--- src/verilog/tw_target_dummy_never.sv ---
// holds no logic; the target is built from the other design files

--- src/verilog/tw_pkg.sv ---
// constants, timing and state types of the two-wire target wake logic
package tw_pkg;
  localparam int CLK_MHZ            = 40;
  localparam int WAKE_LOW_TIME_NS   = 60000;
  localparam int WAKE_LOW_CYC       = (WAKE_LOW_TIME_NS * CLK_MHZ + 999) / 1000;
  localparam int WAKE_HIGH_DELAY_US = 1500;
  localparam int WAKE_HIGH_CYC      = WAKE_HIGH_DELAY_US * CLK_MHZ;
  localparam int WATCHDOG_TIME_MS   = 1300;
  localparam int WATCHDOG_CYC       = WATCHDOG_TIME_MS * 1000 * CLK_MHZ;
  localparam int MAX_SCL_KHZ        = 1000;
  localparam int SCL_HALF_CYC       = (CLK_MHZ * 1000) / (2 * MAX_SCL_KHZ);
  localparam int MIN_HALF_CYC       = 8;
  localparam int BUF_DEPTH          = 64;
  localparam int ADDR_TTL_BIT       = 3;
  localparam logic [3:0] BITS_BYTE  = 4'h8;
  localparam logic [3:0] BITS_LAST  = 4'h7;
  localparam logic [7:0] WA_RESET   = 8'h00;
  localparam logic [7:0] WA_SLEEP   = 8'h01;
  localparam logic [7:0] WA_IDLE    = 8'h02;
  localparam logic [7:0] WA_CMD     = 8'h03;
  localparam logic       PIN_RESET  = 1'b1;

  typedef enum logic [1:0] {pwr_sleep, pwr_wake_low, pwr_wake_high, pwr_awake} tw_pwr_e;
  typedef enum logic [2:0] {bus_idle, bus_addr, bus_addr_ack, bus_wr, bus_wr_ack,
                            bus_rd, bus_rd_ack, bus_skip} tw_bus_e;
endpackage : tw_pkg

--- src/verilog/tw_buf_if.sv ---
// carrier between the target logic and its command buffer
interface tw_buf_if #(parameter int DEPTH = 64);
  localparam int AW = $clog2(DEPTH);
  logic          wr_en;
  logic [AW-1:0] wr_addr;
  logic [7:0]    wr_data;
  logic [AW-1:0] rd_addr;
  logic [7:0]    rd_data;
  modport ctl (output wr_en, output wr_addr, output wr_data, output rd_addr, input rd_data);
  modport mem (input wr_en, input wr_addr, input wr_data, input rd_addr, output rd_data);
endinterface : tw_buf_if

--- src/verilog/tw_target.sv ---
// two-wire target: wake detection, bus protocol, command collection, watchdog
// Behaviour
// - asleep: only long data-low wakes device
// - clock ignored until wake delay ends
// - woken non-addressed devices stay off bus
// - wake sequence ignored while already awake
// - bits sampled on clock rise, stable high
// - data fall with clock high starts transaction
// - stop ends transaction; a full command starts before the stop
// - execution starts when byte count reached
// - watchdog expiry returns device to sleep
// - ninth clock low acknowledges each byte
// - ninth clock high means not acknowledged
// - data pin is open drain only
// - protocol timing served up to 1 MHz
// - seven address bits programmable, bit three threshold
// - claim only when address bits 7:1 match
// - second byte selects reset, sleep, idle, command
// - first byte is length, extras discarded
// - read address refused while executing
module tw_target #(
  parameter int DEPTH         = tw_pkg::BUF_DEPTH,
  parameter int WAKE_HIGH_CYC = tw_pkg::WAKE_HIGH_CYC,
  parameter int WATCHDOG_CYC  = tw_pkg::WATCHDOG_CYC
) (
  input  wire logic                       clk_sys,
  input  wire logic                       rst,
  input  wire logic                       scl_in,
  input  wire logic                       sda_in,
  output logic                            sda_out,
  output logic                            sda_oe,
  input  wire logic [7:0]                 dev_addr,
  output logic                            thresh_ttl,
  output logic                            awake,
  output logic                            busy,
  output logic                            exec_start,
  output logic [7:0]                      cmd_len,
  input  wire logic                       exec_done,
  input  wire logic [$clog2(DEPTH)-1:0]   buf_rd_addr,
  output logic [7:0]                      buf_rd_data,
  input  wire logic [7:0]                 resp_data,
  output logic                            resp_next,
  output logic                            resp_rewind,
  output logic                            sleep_req,
  output logic                            idle_req
);
  localparam int AW = $clog2(DEPTH);

  // clock must give enough samples per bus clock half period
  if (tw_pkg::SCL_HALF_CYC < tw_pkg::MIN_HALF_CYC)
  begin : g_bad_clk
    $error("system clock too slow for the bus clock rate");
  end
  if (DEPTH < 2 || DEPTH > 256 || (1 << AW) != DEPTH || WAKE_HIGH_CYC < 1 || WATCHDOG_CYC < 1)
  begin : g_bad_par
    $error("unsupported buffer depth or timing parameter");
  end

  tw_buf_if #(.DEPTH(DEPTH)) buf_if ();

  tw_cmd_buf #(.DEPTH(DEPTH)) u_buf (
    .clk_sys (clk_sys),
    .rst     (rst),
    .port    (buf_if.mem)
  );

  logic scl;
  logic sda;

  tw_pin_sync u_scl_sync (
    .clk_sys (clk_sys),
    .rst     (rst),
    .pin     (scl_in),
    .level   (scl)
  );

  tw_pin_sync u_sda_sync (
    .clk_sys (clk_sys),
    .rst     (rst),
    .pin     (sda_in),
    .level   (sda)
  );

  logic scl_q;
  logic sda_q;
  logic scl_rise;
  logic scl_fall;
  logic start_cond;
  logic stop_cond;

  assign scl_rise   = scl & ~scl_q;
  assign scl_fall   = ~scl & scl_q;
  assign start_cond = scl & scl_q & sda_q & ~sda;
  assign stop_cond  = scl & scl_q & ~sda_q & sda;

  // the pin only ever pulls low; the pull-up makes the high level
  assign sda_out = 1'b0;

  // power state
  tw_pkg::tw_pwr_e pwr;
  tw_pkg::tw_pwr_e next_pwr;
  logic [31:0]     tmr;
  logic [31:0]     next_tmr;
  logic [31:0]     wdog;
  logic [31:0]     next_wdog;

  always_comb
  begin
    next_pwr  = pwr;
    next_tmr  = tmr;
    next_wdog = wdog;
    case (pwr)
      tw_pkg::pwr_sleep:
      begin
        if (!sda)
        begin
          next_pwr = tw_pkg::pwr_wake_low;
          next_tmr = 32'h1;
        end
      end
      tw_pkg::pwr_wake_low:
      begin
        if (sda)
        begin
          next_tmr = 32'h0;
          if (tmr >= 32'(tw_pkg::WAKE_LOW_CYC))
          begin
            next_pwr = tw_pkg::pwr_wake_high;
          end
          else
          begin
            next_pwr = tw_pkg::pwr_sleep;
          end
        end
        else if (tmr < 32'(tw_pkg::WAKE_LOW_CYC))
        begin
          next_tmr = tmr + 32'h1;
        end
      end
      tw_pkg::pwr_wake_high:
      begin
        // clock handling stays off until this delay has run out
        next_tmr = tmr + 32'h1;
        if (tmr >= 32'(WAKE_HIGH_CYC - 1))
        begin
          next_pwr  = tw_pkg::pwr_awake;
          next_wdog = 32'h0;
        end
      end
      tw_pkg::pwr_awake:
      begin
        // no wake detection here, so a second wake leaves the power state and watchdog alone; the bus logic sees it as start then stop
        if (!busy)
        begin
          next_wdog = wdog + 32'h1;
        end
        if (sleep_req || idle_req || wdog >= 32'(WATCHDOG_CYC - 1))
        begin
          next_pwr = tw_pkg::pwr_sleep;
          next_tmr = 32'h0;
        end
      end
      default:
      begin
        next_pwr = tw_pkg::pwr_sleep;
      end
    endcase
  end

  always_ff @(posedge clk_sys or posedge rst)
  begin
    if (rst)
    begin
      pwr  <= tw_pkg::pwr_sleep;
      tmr  <= 32'h0;
      wdog <= 32'h0;
    end
    else
    begin
      pwr  <= next_pwr;
      tmr  <= next_tmr;
      wdog <= next_wdog;
    end
  end

  // bus protocol and command collection
  tw_pkg::tw_bus_e bus;
  tw_pkg::tw_bus_e next_bus;
  logic [3:0]      bits;
  logic [3:0]      next_bits;
  logic [7:0]      shreg;
  logic [7:0]      next_shreg;
  logic            rw;
  logic            next_rw;
  logic            first;
  logic            next_first;
  logic [7:0]      wa;
  logic [7:0]      next_wa;
  logic            wa_ok;
  logic            next_wa_ok;
  logic [AW:0]     ptr;
  logic [AW:0]     next_ptr;
  logic            next_sda_oe;
  logic            next_busy;
  logic            next_exec_start;
  logic [7:0]      next_cmd_len;
  logic            next_resp_next;
  logic            next_resp_rewind;
  logic            next_sleep_req;
  logic            next_idle_req;
  logic            next_wr_en;
  logic [AW-1:0]   next_wr_addr;
  logic [7:0]      next_wr_data;
  logic            next_thresh_ttl;

  always_comb
  begin
    logic [7:0] limit;
    limit            = (ptr == '0) ? shreg : cmd_len;
    next_bus         = bus;
    next_bits        = bits;
    next_shreg       = shreg;
    next_rw          = rw;
    next_first       = first;
    next_wa          = wa;
    next_wa_ok       = wa_ok;
    next_ptr         = ptr;
    next_sda_oe      = sda_oe;
    next_busy        = busy;
    next_cmd_len     = cmd_len;
    next_exec_start  = 1'b0;
    next_resp_next   = 1'b0;
    next_resp_rewind = 1'b0;
    next_sleep_req   = 1'b0;
    next_idle_req    = 1'b0;
    next_wr_en       = 1'b0;
    next_wr_addr     = ptr[AW-1:0];
    next_wr_data     = shreg;
    next_thresh_ttl  = dev_addr[tw_pkg::ADDR_TTL_BIT];
    if (exec_done && busy)
    begin
      next_busy    = 1'b0;
      next_ptr     = '0;
      next_cmd_len = 8'h00;
    end
    if (pwr != tw_pkg::pwr_awake)
    begin
      next_bus    = tw_pkg::bus_idle;
      next_sda_oe = 1'b0;
      next_wa_ok  = 1'b0;
    end
    else if (start_cond)
    begin
      next_bus    = tw_pkg::bus_addr;
      next_bits   = 4'h0;
      next_sda_oe = 1'b0;
    end
    else if (stop_cond)
    begin
      next_bus    = tw_pkg::bus_idle;
      next_sda_oe = 1'b0;
      next_wa_ok  = 1'b0;
      next_sleep_req = wa_ok && (wa == tw_pkg::WA_SLEEP);
      next_idle_req  = wa_ok && (wa == tw_pkg::WA_IDLE);
    end
    else
    begin
      case (bus)
        tw_pkg::bus_addr:
        begin
          if (scl_rise)
          begin
            next_shreg = {shreg[6:0], sda};
            next_bits  = bits + 4'h1;
          end
          else if (scl_fall && bits == tw_pkg::BITS_BYTE)
          begin
            if (shreg[7:1] == dev_addr[7:1] && !(shreg[0] && busy))
            begin
              next_sda_oe = 1'b1;
              next_rw     = shreg[0];
              next_bus    = tw_pkg::bus_addr_ack;
            end
            else
            begin
              next_bus = tw_pkg::bus_skip;
            end
          end
        end
        tw_pkg::bus_addr_ack, tw_pkg::bus_rd_ack:
        begin
          if (scl_rise && bus == tw_pkg::bus_rd_ack && sda)
          begin
            next_bus = tw_pkg::bus_skip;
          end
          else if (scl_fall)
          begin
            next_bits = 4'h0;
            if (rw)
            begin
              next_shreg     = resp_data;
              next_resp_next = 1'b1;
              next_sda_oe    = ~resp_data[7];
              next_bus       = tw_pkg::bus_rd;
            end
            else
            begin
              next_sda_oe = 1'b0;
              next_first  = 1'b1;
              next_bus    = tw_pkg::bus_wr;
            end
          end
        end
        tw_pkg::bus_rd:
        begin
          if (scl_fall)
          begin
            if (bits == tw_pkg::BITS_LAST)
            begin
              next_sda_oe = 1'b0;
              next_bits   = 4'h0;
              next_bus    = tw_pkg::bus_rd_ack;
            end
            else
            begin
              next_shreg  = {shreg[6:0], 1'b0};
              next_sda_oe = ~shreg[6];
              next_bits   = bits + 4'h1;
            end
          end
        end
        tw_pkg::bus_wr:
        begin
          if (scl_rise)
          begin
            next_shreg = {shreg[6:0], sda};
            next_bits  = bits + 4'h1;
          end
          else if (scl_fall && bits == tw_pkg::BITS_BYTE)
          begin
            next_sda_oe = 1'b1;
            next_bus    = tw_pkg::bus_wr_ack;
            if (first)
            begin
              next_first = 1'b0;
              next_wa    = shreg;
              next_wa_ok = (shreg <= tw_pkg::WA_CMD);
              if (shreg > tw_pkg::WA_CMD)
              begin
                next_sda_oe = 1'b0;
                next_bus    = tw_pkg::bus_skip;
              end
              else if (shreg == tw_pkg::WA_RESET && !busy)
              begin
                next_ptr         = '0;
                next_resp_rewind = 1'b1;
              end
            end
            else if (wa == tw_pkg::WA_CMD && !busy && (ptr == '0 || 32'(ptr) < 32'(cmd_len)))
            begin
              // bytes past the length or while executing are acked and dropped
              next_wr_en = 1'b1;
              next_ptr   = ptr + 1'b1;
              if (ptr == '0)
              begin
                next_cmd_len = shreg;
              end
              if (32'(ptr) + 1 >= 32'(limit) || 32'(ptr) + 1 >= DEPTH)
              begin
                next_exec_start = 1'b1;
                next_busy       = 1'b1;
              end
            end
          end
        end
        tw_pkg::bus_wr_ack:
        begin
          if (scl_fall)
          begin
            next_sda_oe = 1'b0;
            next_bits   = 4'h0;
            next_bus    = tw_pkg::bus_wr;
          end
        end
        default:
        begin
          next_sda_oe = 1'b0;
        end
      endcase
    end
  end

  always_ff @(posedge clk_sys or posedge rst)
  begin
    if (rst)
    begin
      scl_q       <= tw_pkg::PIN_RESET;
      sda_q       <= tw_pkg::PIN_RESET;
      bus         <= tw_pkg::bus_idle;
      bits        <= 4'h0;
      shreg       <= 8'h00;
      rw          <= 1'b0;
      first       <= 1'b0;
      wa          <= 8'h00;
      wa_ok       <= 1'b0;
      ptr         <= '0;
      sda_oe      <= 1'b0;
      busy        <= 1'b0;
      cmd_len     <= 8'h00;
      exec_start  <= 1'b0;
      resp_next   <= 1'b0;
      resp_rewind <= 1'b0;
      sleep_req   <= 1'b0;
      idle_req    <= 1'b0;
      thresh_ttl  <= 1'b0;
      buf_if.wr_en   <= 1'b0;
      buf_if.wr_addr <= '0;
      buf_if.wr_data <= 8'h00;
    end
    else
    begin
      scl_q       <= scl;
      sda_q       <= sda;
      bus         <= next_bus;
      bits        <= next_bits;
      shreg       <= next_shreg;
      rw          <= next_rw;
      first       <= next_first;
      wa          <= next_wa;
      wa_ok       <= next_wa_ok;
      ptr         <= next_ptr;
      sda_oe      <= next_sda_oe;
      busy        <= next_busy;
      cmd_len     <= next_cmd_len;
      exec_start  <= next_exec_start;
      resp_next   <= next_resp_next;
      resp_rewind <= next_resp_rewind;
      sleep_req   <= next_sleep_req;
      idle_req    <= next_idle_req;
      thresh_ttl  <= next_thresh_ttl;
      buf_if.wr_en   <= next_wr_en;
      buf_if.wr_addr <= next_wr_addr;
      buf_if.wr_data <= next_wr_data;
    end
  end

  assign awake          = (pwr == tw_pkg::pwr_awake);
  assign buf_if.rd_addr = buf_rd_addr;
  assign buf_rd_data    = buf_if.rd_data;
endmodule : tw_target

--- src/verilog/tw_pin_sync.sv ---
// three-stage pin synchroniser with agreement filter
module tw_pin_sync (
  input  wire logic clk_sys,
  input  wire logic rst,
  input  wire logic pin,
  output logic      level
);
  logic s1;
  logic s2;
  logic s3;
  logic next_level;

  // a change counts only once the last two stages agree
  always_comb
  begin
    next_level = level;
    if (s2 == s3)
    begin
      next_level = s3;
    end
  end

  always_ff @(posedge clk_sys or posedge rst)
  begin
    if (rst)
    begin
      s1    <= tw_pkg::PIN_RESET;
      s2    <= tw_pkg::PIN_RESET;
      s3    <= tw_pkg::PIN_RESET;
      level <= tw_pkg::PIN_RESET;
    end
    else
    begin
      s1    <= pin;
      s2    <= s1;
      s3    <= s2;
      level <= next_level;
    end
  end
endmodule : tw_pin_sync

--- src/verilog/tw_cmd_buf.sv ---
// command input buffer with registered read data
module tw_cmd_buf #(parameter int DEPTH = 64) (
  input  wire logic clk_sys,
  input  wire logic rst,
  tw_buf_if.mem     port
);
  logic [7:0] mem [DEPTH];
  logic [7:0] next_rd_data;

  always_comb
  begin
    next_rd_data = mem[port.rd_addr];
  end

  // the array has no reset; contents are valid only below the write pointer
  always_ff @(posedge clk_sys)
  begin
    if (port.wr_en)
    begin
      mem[port.wr_addr] <= port.wr_data;
    end
  end

  always_ff @(posedge clk_sys or posedge rst)
  begin
    if (rst)
    begin
      port.rd_data <= 8'h00;
    end
    else
    begin
      port.rd_data <= next_rd_data;
    end
  end
endmodule : tw_cmd_buf

--- config.mk ---
export PLATFORM = sky130hd
export DESIGN_NAME = tw_target
export DESIGN_NICKNAME = d
export VERILOG_FILES = /design/src/verilog/tw_target_dummy_never.sv /design/src/verilog/tw_pkg.sv /design/src/verilog/tw_buf_if.sv /design/src/verilog/tw_target.sv /design/src/verilog/tw_pin_sync.sv /design/src/verilog/tw_cmd_buf.sv
export SDC_FILE = /design/constraint.sdc
export NUM_CORES = 1
export LEC_CHECK = 0
export ABC_AREA = 1
export ABC_CLOCK_PERIOD_IN_PS = 3810
export BUFFER_PORTS_ARGS = -buffer_cell sky130_fd_sc_hd__buf_2
export CORE_MARGIN = 5
export CORE_UTILIZATION = 45
export DETAILED_ROUTE_END_ITERATION = 10
export HOLD_SLACK_MARGIN = 0.02
export PLACE_DENSITY = 0.72
export SLEW_MARGIN = 15
export SYNTH_ARGS = -nofsm -noshare
export SYNTH_HDL_FRONTEND = slang
export SYNTH_SLANG_ARGS = --single-unit
--- constraint.sdc ---
create_clock -name clk_sys -period 3.81 [get_ports clk_sys]
set_input_delay 0.1905 -clock clk_sys [delete_from_list [all_inputs] [get_ports clk_sys]]
set_output_delay 0.1905 -clock clk_sys [all_outputs]
set_load 0.05 [all_outputs]
* After elaboration in Yosys (flattened, before gate mapping)
Memory sizes are Yosys's and may differ from the RTL's. A register that Yosys moved wholly into a read port is not among the register bits. Cells that the tools add are included.
Operators by class: $add $sub $neg 5, magnitude comparators 9, eq/ne operators 50, muxes and demuxes 149, bitwise logic cells 17, reduce and logical (&&, ||, !) cells 41
Operators with widths (count):
- $mux W32 | 6
- $mux W8 | 17
- $pmux W32 S4 | 1
- $mux W1 | 79
- $mux W7 | 11
- $add A32 B1 Y32 const B | 2
- $pmux W32 S2 | 1
- $ne A5 B5 Y1 const B | 10
- $mux W3 | 14
- $ge A32 B12 Y1 const B | 1
- $ge A32 B16 Y1 const B | 1
- $ge A32 B26 Y1 const B | 1
- $ge A32 B8 Y1 | 1
- $lt A32 B12 Y1 const B | 1
- $mux W4 | 7
- $reduce_and A9 Y1 | 3
- $ne A2 B2 Y1 const B | 13
- $pmux W8 S3 | 1
- $eq A8 B2 Y1 const B | 2
- $pmux W4 S4 | 1
- $pmux W3 S5 | 1
- $mux W2 | 7
- $reduce_and A7 Y1 | 2
- $reduce_bool A3 Y1 | 4
- other kinds (42) | 84
Storage, ports and cells: register bits after elaboration 140, RAM bits 512, bits of input ports 27, output and inout bits 26, logic and storage cells 305, memories kept 1
Memories:
- u_buf.mem | depth 64, width 8, read ports 1, clocked after memory_dff 1, write ports 1, RTL line tw_cmd_buf.sv:7 | logic [7:0] mem [DEPTH];

* Logic depth before layout (Yosys ltp)
Gate-level depths: netlist of the first run.
depth in word-level cells 13, mapped depth 17, gate-level depth less buffers 16

* Modules after synthesis
From an unflattened synthesis of the first run, not the netlist that was laid out.
Second synthesis, totals: cell total of the unflattened synthesis 3062, area total of the unflattened synthesis 30277.8 sq um
By module, submodules not included:
- tw_cmd_buf | instances 1, cells each 1823, area each 21385.5 sq um, seq. area each 15574.9 sq um
- tw_target | instances 1, cells each 1221, area each 8642.0 sq um, seq. area each 3305.7 sq um
- tw_pin_sync | instances 2, cells each 9, area each 125.1 sq um, seq. area each 105.1 sq um

* Worst setup path before layout of the first run
No wires, ideal clock.
path type flip-flop to flip-flop, from register ptr[0], to register busy, setup time 0.135 ns, data arrival time 2.323 ns, required time 3.675 ns, path slack 1.352 ns, cell stages (with the launch flop) 18, buffers on the path 1, clock period less this slack 2.458 ns, path through dfrtp_1 inv_1 ha_1 inv_1 nor2_1 nand3_1 inv_1 clkbuf_1 nand2_1 o21ai_0 inv_1 ha_1 a21oi_1 o21ai_0 nand2_1 nand3_1 nor3_1 o22ai_1
Between the ends: longest elaborated chain between the ends 13, elaborated cells between the ends (all ways) 18, those cells by class add/sub (1); order compare (3); mux (10); reduce/logical (4)
Ends and longest elaborated chain:
- start: declaration | RTL line tw_target.sv:201 | logic [AW:0] ptr;
- start signal: assignment | RTL line tw_target.sv:431 | ptr <= next_ptr;
- parallel branches: the longest is 5 deep, another holds $ge A32 B8 Y1
- $mux W1 (*) | RTL line tw_target.sv:359 | else if (wa == tw_pkg::WA_CMD && !busy && (ptr == '0 || 32'(ptr) < 32'(cmd_len)))
- $mux W1 (*) | RTL line tw_target.sv:343 | if (first)
- $mux W1 (*) | RTL line tw_target.sv:339 | else if (scl_fall && bits == tw_pkg::BITS_BYTE)
- $mux W1 (*) | RTL line tw_target.sv:334 | if (scl_rise)
- $mux W1 (*) | RTL line tw_target.sv:268 | case (bus)
- $mux W1 (*) | RTL line tw_target.sv:258 | else if (stop_cond)
- $mux W1 (*) | RTL line tw_target.sv:252 | else if (start_cond)
- $mux W1 (*) | RTL line tw_target.sv:246 | if (pwr != tw_pkg::pwr_awake)
- via next_busy | RTL line tw_target.sv:204 | logic next_busy;
- end signal: assignment | RTL line tw_target.sv:433 | busy <= next_busy;
- end: declaration | RTL line tw_target.sv:35 | output logic busy,
Mark *: on every way through the listed nets, which the timed path passes. A chain may end at the register's enable or synchronous reset.

* Worst setup path after layout of the first run
Same ends and word-level chain as after synthesis.

==> metrics, run 1 <==
status=finished clean; setup ws final=946 ps; num ports=53; crit-path cells=inv_1, ha_1, inv_1, nor2_1, nand3_1, inv_1, nand2_1, o21ai_0, inv_1, ha_1, a21oi_1, o21a_1, nand3_1, nor3_1, o22ai_1; required time of the critical path=4280 ps; placed wire-length estimate=44,800 um; Synth Cell Area=0.0295 mm^2; arrival time worst endpoint=3340 ps; leakage power=9.90 nW; CTS tree=yes; Period minus WS final=2860 ps; most frequent cell on the critical path=inv_1; H-Tree Depth=3; Fmax=349 MHz; slew margin rel.=30.3%; post-CTS setup buffer count=0; crit-path max cell delay=450 ps; CP Max Fanout=14; Die ar.=0.0708 mm^2; CP delay by family, top=simple AND/OR/NAND/NOR gates; drt wl/cell=19.4 um; initial core utilization=45.6%; cell taking the most area after synthesis=edfxtp_1; site row count=93; top post-synthesis cells by area=edfxtp_1 (52%), dfrtp_1 (12%), o21ai_0 (6.4%), nor2_1 (6.1%), nand2_1 (5.5%); Layout Nets=2,921; clock skew=17.6 ps; grt ovf=0; Buf/Inv on CP=4; vias in the first global route=20,400; Post-Syn Instances=2,848; average size of a mapped cell=10.4 um^2; CP max-delay cell=dfrtp_1; DRT antenna net count=0; Post-synth top cells=edfxtp_1 (512), nor2_1 (481), nand2_1 (431); fin util=50.6%; vias=21,300; Syn Nets=2,896; most frequent cell after synthesis=edfxtp_1; RSZ-0062 raised after global routing=false; count of final hold-check violations=0; first-pass GRT wire length=115,000 um; Final Slew Violations=0; clock slew at reported path FFs=60 ps; fin crit share=75.2%; DRC Markers=0; Tightest Pin Transition=1040 ps; Power Density=460 mW/mm^2; total negative setup slack=0 ps; worst min-delay path category=input port to flop; Worst setup EP type=flop; routed wire length=73,400 um; clk_lat worst skew=610 ps; RePlAce Congestion=0.898; Core Region=0.0647 mm^2; Tot GR Track Use=20.4%; register area share after synthesis=64.7%; Synth top area share=52.1%; Main synth FF type=edfxtp_1; Max IR drop VDD=0.000356 V; post-synthesis async set-or-reset flop share=22.4%; layout cells sized above 1=8.69%; Netlist cell types=54; largest net degree at the start of global routing=167; number of inserted diodes=0; CP Launch Type=flop; Via-to-Cell Ratio=5.63; initial antenna violation count=0; CTS max path bufs=3; placed cell count=3,643; Num CTS Buffers=69; endpoints failing setup=0; synthesized flop and latch total=660; Crit Path Category=flop to flop; R2R Setup Slk=950 ps; Post-CTS Resized=0; Die W=266 um; Clock Sinks=660; Post-synth EDFFs=512; WHS=59.1 ps; TritonRoute pass-1 iters=6; Place WS=1040 ps; die height=266 um; area growth from synthesis to layout=11.0%; clk root buf=clkbuf_16; fin cells=3,779; Iteration-0 DRC Markers=2,335; maximum capacitance violations=0; Buffers on Ports=50; yosys warns=0
==> kinds of logic (layout without fill, tap and decap cells) <==
family | after synthesis | after routing | share of synthesized area (%)
AO/OA/AOI/OAI | 645 | 645 | 11.9
XOR/XNOR | 55 | 55 | 1.63
adder cells (fa/ha/maj) | 23 | 23 | 0.958
buffers and inverters | 311 | 387 | 4.27
flip-flops | 660 | 660 | 64.7
other | 1 | 1 | 0.0127
AND/OR/NAND/NOR | 1153 | 1153 | 16.5
==> registers in the layout, summed over array words and instances (netlist names), 7 cells and up, named ones only <==
name,flops
u_buf.port.rd_data,8
wa,8
u_buf.mem,512
wdog,32
cmd_len,8
tmr,32
next_wr_data,8
ptr,7
buf_if.wr_data,8
==> final timing paths <==
kind / from / to / cells after the start
worst max-delay path: ptr[0] / busy / 15
min in group asynchronous: rst / next_wr_data[3] / 4
max in group asynchronous: rst / u_buf.port.rd_data[5] / 4
worst min register to register: u_sda_sync.s1 / u_sda_sync.s2 / 0
worst min-delay path: resp_data[7] / next_wr_data[7] / 5
worst max register to register: ptr[0] / busy / 15
==> power breakdown <==
group,leakage [nW],switching (mW),internal (mW)
logic,4.14,0.647,0.235
registers,4.75,0.0672,7.72
clock network,1.01,2.76,3.63
total,9.90,3.48,11.6
==> layout make-up <==
cell class / count / area [um^2]
inverters: 174 / 664
repair buffers: 91 / 649
well taps: 855 / 1070
clock buffers: 90 / 1850
multi-input cells: 1877 / 9150
clock inverters: 32 / 260
flip-flops and latches: 660 / 19100
fillers: 5754 / 31900
==> through the flow <==
step / area [um^2] / total power [mW]
finish: 32800 / 15.1
global route: 32800 / 15.6
global placement: 30500 / 8.80
CTS: 32700 / 15.2
detailed placement: 30500 / 8.80
floorplan: 29500 / 8.56
==> layer usage <==
layer | wire length (um) | GRT usage, % | vias to the layer above
li1 | - | - | 9998
met3 | 5670 | 3.63 | 170
met5 | 0 | 0 | -
met1 | 30700 | 28.3 | 10200
met2 | 34400 | 32.6 | 933
met4 | 2660 | 7.43 | 0
==> cell usage in the layout (no fill, tap or decap), types with 41 or more instances in the layout <==
master / instances
a21oi_1: 43
buf_2: 48
clkbuf_16: 70
dfrtp_1: 130
edfxtp_1: 512
inv_1: 157
nand2_1: 431
nand3_1: 88
nand4_1: 41
nor2_1: 481
nor3_1: 49
o21ai_0: 376
o21ai_1: 54
o22ai_1: 134
==> worst min-delay path: stages <==
cell and delay, ps:
buf_2 80, inv_1 70, o21ai_0 160, nand2_1 50
o21ai_0 60
==> what timing repair did <==
action                                  CTS  global route
endpoints found under the setup margin    0             0
hold buffers                             13             0
hold endpoints to repair                157             0
Note: power is estimated with default switching activity, not from simulation.
==> run 2: changes to the inputs <==
ABC_CLOCK_PERIOD_IN_PS = 2400   (was 3810)
clock period = 2.4 ns   (was 3.81 ns; I/O delays follow)
==> run 2 against run 1 <==
- total power rose by 63%
- clock skew rose by 7.0 ps
- die area did not move
- critical path depth fell by 1
- maximum frequency rose by 26%
- largest cell class unchanged
- largest power group unchanged
- highest routed layer unchanged
==> metrics, run 2 (synthesis gave the netlist of run 1 again) <==
Regs by FF count=u_buf.mem (512), tmr (32), wdog (32); WHS=68.9 ps (+9.86 ps); num ports=53 (unchanged); maximum capacitance violations=0 (unchanged); CTS tree=yes; worst min-delay path category=input port to asynchronous set/reset pin; placed wire-length estimate=48,600 um (+8.5%); die height=266 um (unchanged); Largest Register=u_buf.mem; Layout Nets=3,064 (+4.9%); initial antenna violation count=0 (unchanged); slew margin rel.=51.2% (+21 points); arrival time worst endpoint=2750 ps (-590 ps); site row count=93 (unchanged); CP Max Fanout=5 (-9); total power=24.5 mW (+63%); Die W=266 um (unchanged); status=finished clean; Iteration-0 DRC Markers=2,530 (+8.4%); Tightest Pin Transition=731 ps (-310 ps); Power Density=714 mW/mm^2 (+55%); leakage power=10.8 nW (+9.3%); count of final hold-check violations=0 (unchanged); CP Launch Type=flop; fin cells=3,924 (+3.8%); commonest non-fill, non-tap cell in the layout=edfxtp_1; H-Tree Depth=3 (unchanged); grt ovf=0 (unchanged); placed cell count=3,778 (+3.7%); required time of the critical path=2880 ps (-1400 ps); Fillers=5,625 (-2.2%); largest net degree at the start of global routing=82 (-51%); drt wl/cell=19.1 um (-1.7%); clock slew at reported path FFs=70 ps (about the same); area growth from synthesis to layout=16.2%; vias=21,800 (+2.2%); Via-to-Cell Ratio=5.55 (-1.6%); vias in the first global route=21,200 (+3.5%); routed wire length=75,000 um (+2.1%); first-pass GRT wire length=118,000 um (+2.6%); layout cells sized above 1=13.9% (+5.2 points); Final Slew Violations=0 (unchanged); number of inserted diodes=0 (unchanged); endpoints failing setup=0 (unchanged); clk root buf=clkbuf_16; Crit Path Category=flop to flop; R2R cell count=14 (-1); initial core utilization=45.6% (unchanged); DRT antenna net count=0 (unchanged); Fmax=440 MHz (+26%); Period minus WS final=2270 ps (-593 ps); DRC Markers=0 (unchanged); CTS max path bufs=3 (unchanged); R2R Setup Slk=130 ps (-820 ps); RePlAce Congestion=0.922 (+2.8%); most frequent cells in the layout=edfxtp_1 (512), nor2_1 (477), nand2_1 (430); fin crit share=94.7% (+19 points); Core Region=0.0647 mm^2 (unchanged); Die ar.=0.0708 mm^2 (unchanged); Max IR drop VDD=0.000616 V (+73%); Clock Sinks=660 (unchanged); Tot GR Track Use=20.9% (+0.50 points); Buffers on Ports=50 (unchanged); Num CTS Buffers=69 (unchanged); max reg flops=512 (unchanged); clk_lat worst skew=610 ps (about the same); TritonRoute pass-1 iters=5 (-1); Worst setup EP type=flop; clock skew=24.7 ps (+7.01 ps)
[run 2: cell types whose count changed in the layout (fill, tap and decap cells not counted), sizes merged]
cell | before | now
buf | 78 | 219
bufinv | 3 | 4
clkinv | 21 | 25
dlygate4sd3 | 13 | 14
clkinvlp | 7 | 1
inv | 175 | 178
clkbuf | 90 | 91
[run 2: per-stage QoR]
stage,cell area [um^2],TNS [ps],setup WS [ps],utilization [%]
after floorplan,29500,0,31.5,-
after global placement,31800,-46.4,-46.4,49.1
after detailed placement,31800,-37.5,-37.5,49.1
after CTS,34100,0,38.0,52.7
after global routing,34300,-15.9,-15.9,53.0
final,34300,0,128,53.0
[run 2: final cells by class]
cell class	instances	area (um^2)	share of cell area [%]
clock inverter	33	312	0.908
timing repair inverter	1	8.76	0.0255
multi-input combinational	1877	9270	27.0
clock buffer	91	1900	5.55
inverter	174	669	1.95
sequential	660	19100	55.7
timing repair buffer	233	1970	5.74
tap	855	1070	3.12
[run 2: worst paths after layout]
kind,from,endpoint
max,ptr[0],busy
min,rst,bus[1]
max reg2reg,ptr[0],busy
min reg2reg,u_sda_sync.s1,u_sda_sync.s2
max in group asynchronous,rst,buf_if.wr_data[4]
min in group clk_sys,buf_rd_addr[4],u_buf.port.rd_data[4]
[run 2: where the power goes]
| part | internal [mW] | leakage, nW | switching, mW |
|---|---|---|---|
| Sequential | 12.3 | 4.75 | 0.0815 |
| Combinational | 0.547 | 4.98 | 1.12 |
| Clock | 6.06 | 1.09 | 4.43 |
[run 2: repair_timing]
action	in CTS	in global routing
gates cloned	0	1
buffers inserted	0	7
hold buffers	14	0
gates resized for setup	1	36
setup endpoints to repair	1	2
hold endpoints to repair	160	0
pin swaps	0	13
[run 2: layer usage]
layer / track usage [%] / part of all wire [%]
met5: 0 / 0
met1: 28.7 / 42
met4: 6.44 / 3.0
met2: 34.4 / 48
met3: 3.56 / 7.6
[run 2: critical path, stage by stage, from the launching register on]
cell and delay (ps):
dfrtp_1 400, inv_2 90, ha_4 130, inv_2 40, nor2_4 110, nand3_4 110
buf_6 150, inv_6 60, o21ai_0 70, ha_1 300, a21oi_1 170, o21a_1 140
nand3_2 80, nor3_2 190, o22ai_1 110
==> run 3: changes to the inputs <==
ABC_AREA = default   (was 1)
PLACE_DENSITY = default   (was 0.72)
==> run 3 against run 2 <==
- utilization up 0.85 points
- design area shrank 3.8%
- clock power is 7% higher
- clock-buffer cell count increased by 6
==> metrics, run 3 <==
fin crit share=99.4% (+4.7 points); vias=16,000 (-26%); clock slew at reported path FFs=60 ps (about the same); setup ws final=14.4 ps (-114 ps); Via-to-Cell Ratio=5.85 (+5.6%); endpoints failing setup=0 (unchanged); clk root buf=clkbuf_16; routed wire length=62,900 um (-16%); Fillers=4,855 (-14%); Place WS=-108 ps (-70.1 ps); Fmax=419 MHz (-4.8%); max reg flops=512 (unchanged); Sw Ratio=20.4% (-2.6 points); Post-Syn Instances=1,661 (-42%); status=finished clean; Power Density=734 mW/mm^2 (+2.7%); leakage power=9.54 nW (-12%); Num CTS Buffers=71 (+2.9%); Worst setup EP type=flop; register area share after synthesis=69.0% (+4.3 points); CP Max Fanout=6 (+1); Netlist cell types=74 (+37%); number of inserted diodes=0 (unchanged); Post-synth EDFFs=512 (unchanged); fin util=53.9% (+0.85 points); Regs by FF count=u_buf.mem (512), tmr (32), wdog (32); Main synth FF type=edfxtp_1; area growth from synthesis to layout=19.2%; Tot GR Track Use=19.0% (-1.9 points); worst min-delay path category=input port to flop; clock network fraction of design power=46.1% (+3.3 points); CTS max path bufs=3 (unchanged); maximum capacitance violations=0 (unchanged); H-Tree Depth=3 (unchanged); drt wl/cell=23.0 um (+20%); DRC Markers=0 (unchanged); top post-synthesis cells by area=edfxtp_1 (56%), mux4_2 (13%), dfrtp_1 (12%), nor2_1 (1.6%), nand2_1 (1.0%); Tightest Pin Transition=751 ps (+19.7 ps); NetSw=4.94 mW (-12%); Die ar.=0.0665 mm^2 (-6.0%); RSZ-0062 raised after global routing=true; slew margin rel.=49.8% (-1.4 points); sequential group share of total power=50.6% (+0.2 points); layout cells sized above 1=30.0% (+16 points); CP Launch Type=flop; largest family of logic cells by synthesized area=multiplexers; Synth Area in XOR/XNOR=0.855% (-0.78 points); Syn Nets=1,709 (-41%); placed wire-length estimate=40,500 um (-17%); clock skew=25.3 ps (+0.602 ps); arrival time worst endpoint=2870 ps (+120 ps); Post-Synth Simple-Gate Area=7.37% (-9.2 points); mux share of post-synthesis cell area=14.1% (+14 points); Clock Sinks=660 (unchanged); total power=24.2 mW (-1.2%); commonest non-fill, non-tap cell in the layout=edfxtp_1; cell taking the most area after synthesis=edfxtp_1; grt ovf=0 (unchanged); required time of the critical path=2890 ps (about the same); Int Pwr=19.3 mW (+2.1%); Post-synth top cells=edfxtp_1 (512), mux4_2 (160), dfrtp_1 (138); Comb power frac=3.3% (-3.5 points); yosys warns=0 (unchanged); Compound-Gate Fraction of Synth Area=5.83% (-6.1 points); vias in the first global route=16,000 (-24%); Core Region=0.0613 mm^2 (-5.3%); TritonRoute pass-1 iters=6 (+1); Max IR drop VDD=0.000440 V (-29%); initial antenna violation count=0 (unchanged); RePlAce Congestion=0.886 (-3.9%); Die W=258 um (-3.0%); Buffers on Ports=50 (unchanged); die height=258 um (-3.0%); most frequent cells in the layout=edfxtp_1 (512), mux4_2 (160), buf_4 (157); placed cell count=2,585 (-32%); average size of a mapped cell=16.7 um^2 (+61%); Layout Nets=1,937 (-37%); synthesized flop and latch total=660 (unchanged); Iteration-0 DRC Markers=1,333 (-47%); CTS tree=yes; Synth Cell Area=0.0277 mm^2 (-6.2%); Synth top area share=55.6% (+3.5 points); largest net degree at the start of global routing=65 (-21%); initial core utilization=45.2% (-0.44 points); Period minus WS final=2390 ps (+114 ps); fin cells=2,735 (-30%); Adder-Cell Fraction of Synth Area=1.02% (+0.064 points); site row count=91 (-2.2%); num ports=53 (unchanged); Crit Path Category=flop to flop; most frequent cell after synthesis=edfxtp_1; post-synthesis async set-or-reset flop share=22.4% (unchanged); total negative setup slack=0 ps (unchanged); DRT antenna net count=0 (unchanged); Largest Register=u_buf.mem; Final Slew Violations=0 (unchanged); count of final hold-check violations=0 (unchanged); first-pass GRT wire length=98,000 um (-17%); clk_lat worst skew=600 ps (about the same)
## run 3: cell count changes in the layout (fill, tap and decap cells not counted), sizes merged, moves of 35 or more
cell and delta:
inv -139, mux4 +160, nand2 -370, nand3 -49, nor2 -378, o21ai -383
o22ai -132, xor2 -35
## run 3: cells by family (layout without fill, tap and decap cells)
| logic type | Yosys count | after routing |
|---|---|---|
| compound gates | 238 | 238 |
| xor+xnor | 27 | 27 |
| fa+ha+maj | 23 | 23 |
| buf+inv | 127 | 411 |
| flops | 660 | 660 |
| mux | 187 | 187 |
| other cells | 1 | 1 |
| simple gates | 398 | 398 |
## run 3: area by class of cell
cell class | count | area, um^2 | share of cell area (%)
Inverter | 36 | 139 | 0.421
Timing Repair Buffer | 246 | 2060 | 6.25
Multi-Input combinational cell | 874 | 8300 | 25.1
Clock buffer | 97 | 2030 | 6.16
Clock inverter | 32 | 370 | 1.12
Tap cell | 790 | 988 | 3.00
Sequential cell | 660 | 19100 | 57.9
## run 3: power by group through the flow
stage,clock network (mW),registers (mW),logic (mW)
2_1_floorplan,0,12.5,0.435
5_1_grt,11.9,12.3,0.867
3_3_place_gp,0,12.5,0.759
3_5_place_dp,0,12.5,0.769
6_report,11.2,12.3,0.794
4_1_cts,11.4,12.3,0.786
## run 3: path summary, 6_finish.rpt
path                                from               to  slack, ps  cells after the start
max in group asynchronous            rst          tmr[26]       1480                      4
min reg2reg                u_scl_sync.s1    u_scl_sync.s2        360                      0
min                         resp_data[0]  next_wr_data[0]         60                      4
max reg2reg                       tmr[1]         wdog[29]         10                      9
min in group asynchronous            rst            first        190                      3
max                               tmr[1]         wdog[29]         10                      9
## run 3: critical path, cell delays in order (launching register included)
cell	delay (ps)
dfrtp_1	390
ha_2	190
and4_4	170
a2111o_1	490
buf_6	150
a21o_1	180
a211oi_2	300
buf_4	230
or4_1	130
a21oi_1	60
## run 3: what timing repair did
item	4_1_cts	5_1_grt
setup endpoints to repair	31	59
gates cloned	1	0
hold buffers	12	0
endpoints found under the hold margin	39	0
resized for setup	6	38
pin swaps	3	13
setup buffers	1	7
## run 3: per-stage QoR
stage	hold slack, ps	cell area, um^2
global route	61.1	33000
detailed placement	229	30200
CTS	29.8	32800
floorplan	124	27700
finish	65.0	33000
global placement	229	30200
## run 3: routing by layer
metal  GRT usage [%]  vias to the layer above  routed length (um)
met5               0                        -                   0
met4            4.81                        0                1160
met3            3.43                       81                4120
met2            29.9                      533               30000
met1            28.0                     8310               27600
li1                -                     7088                   -
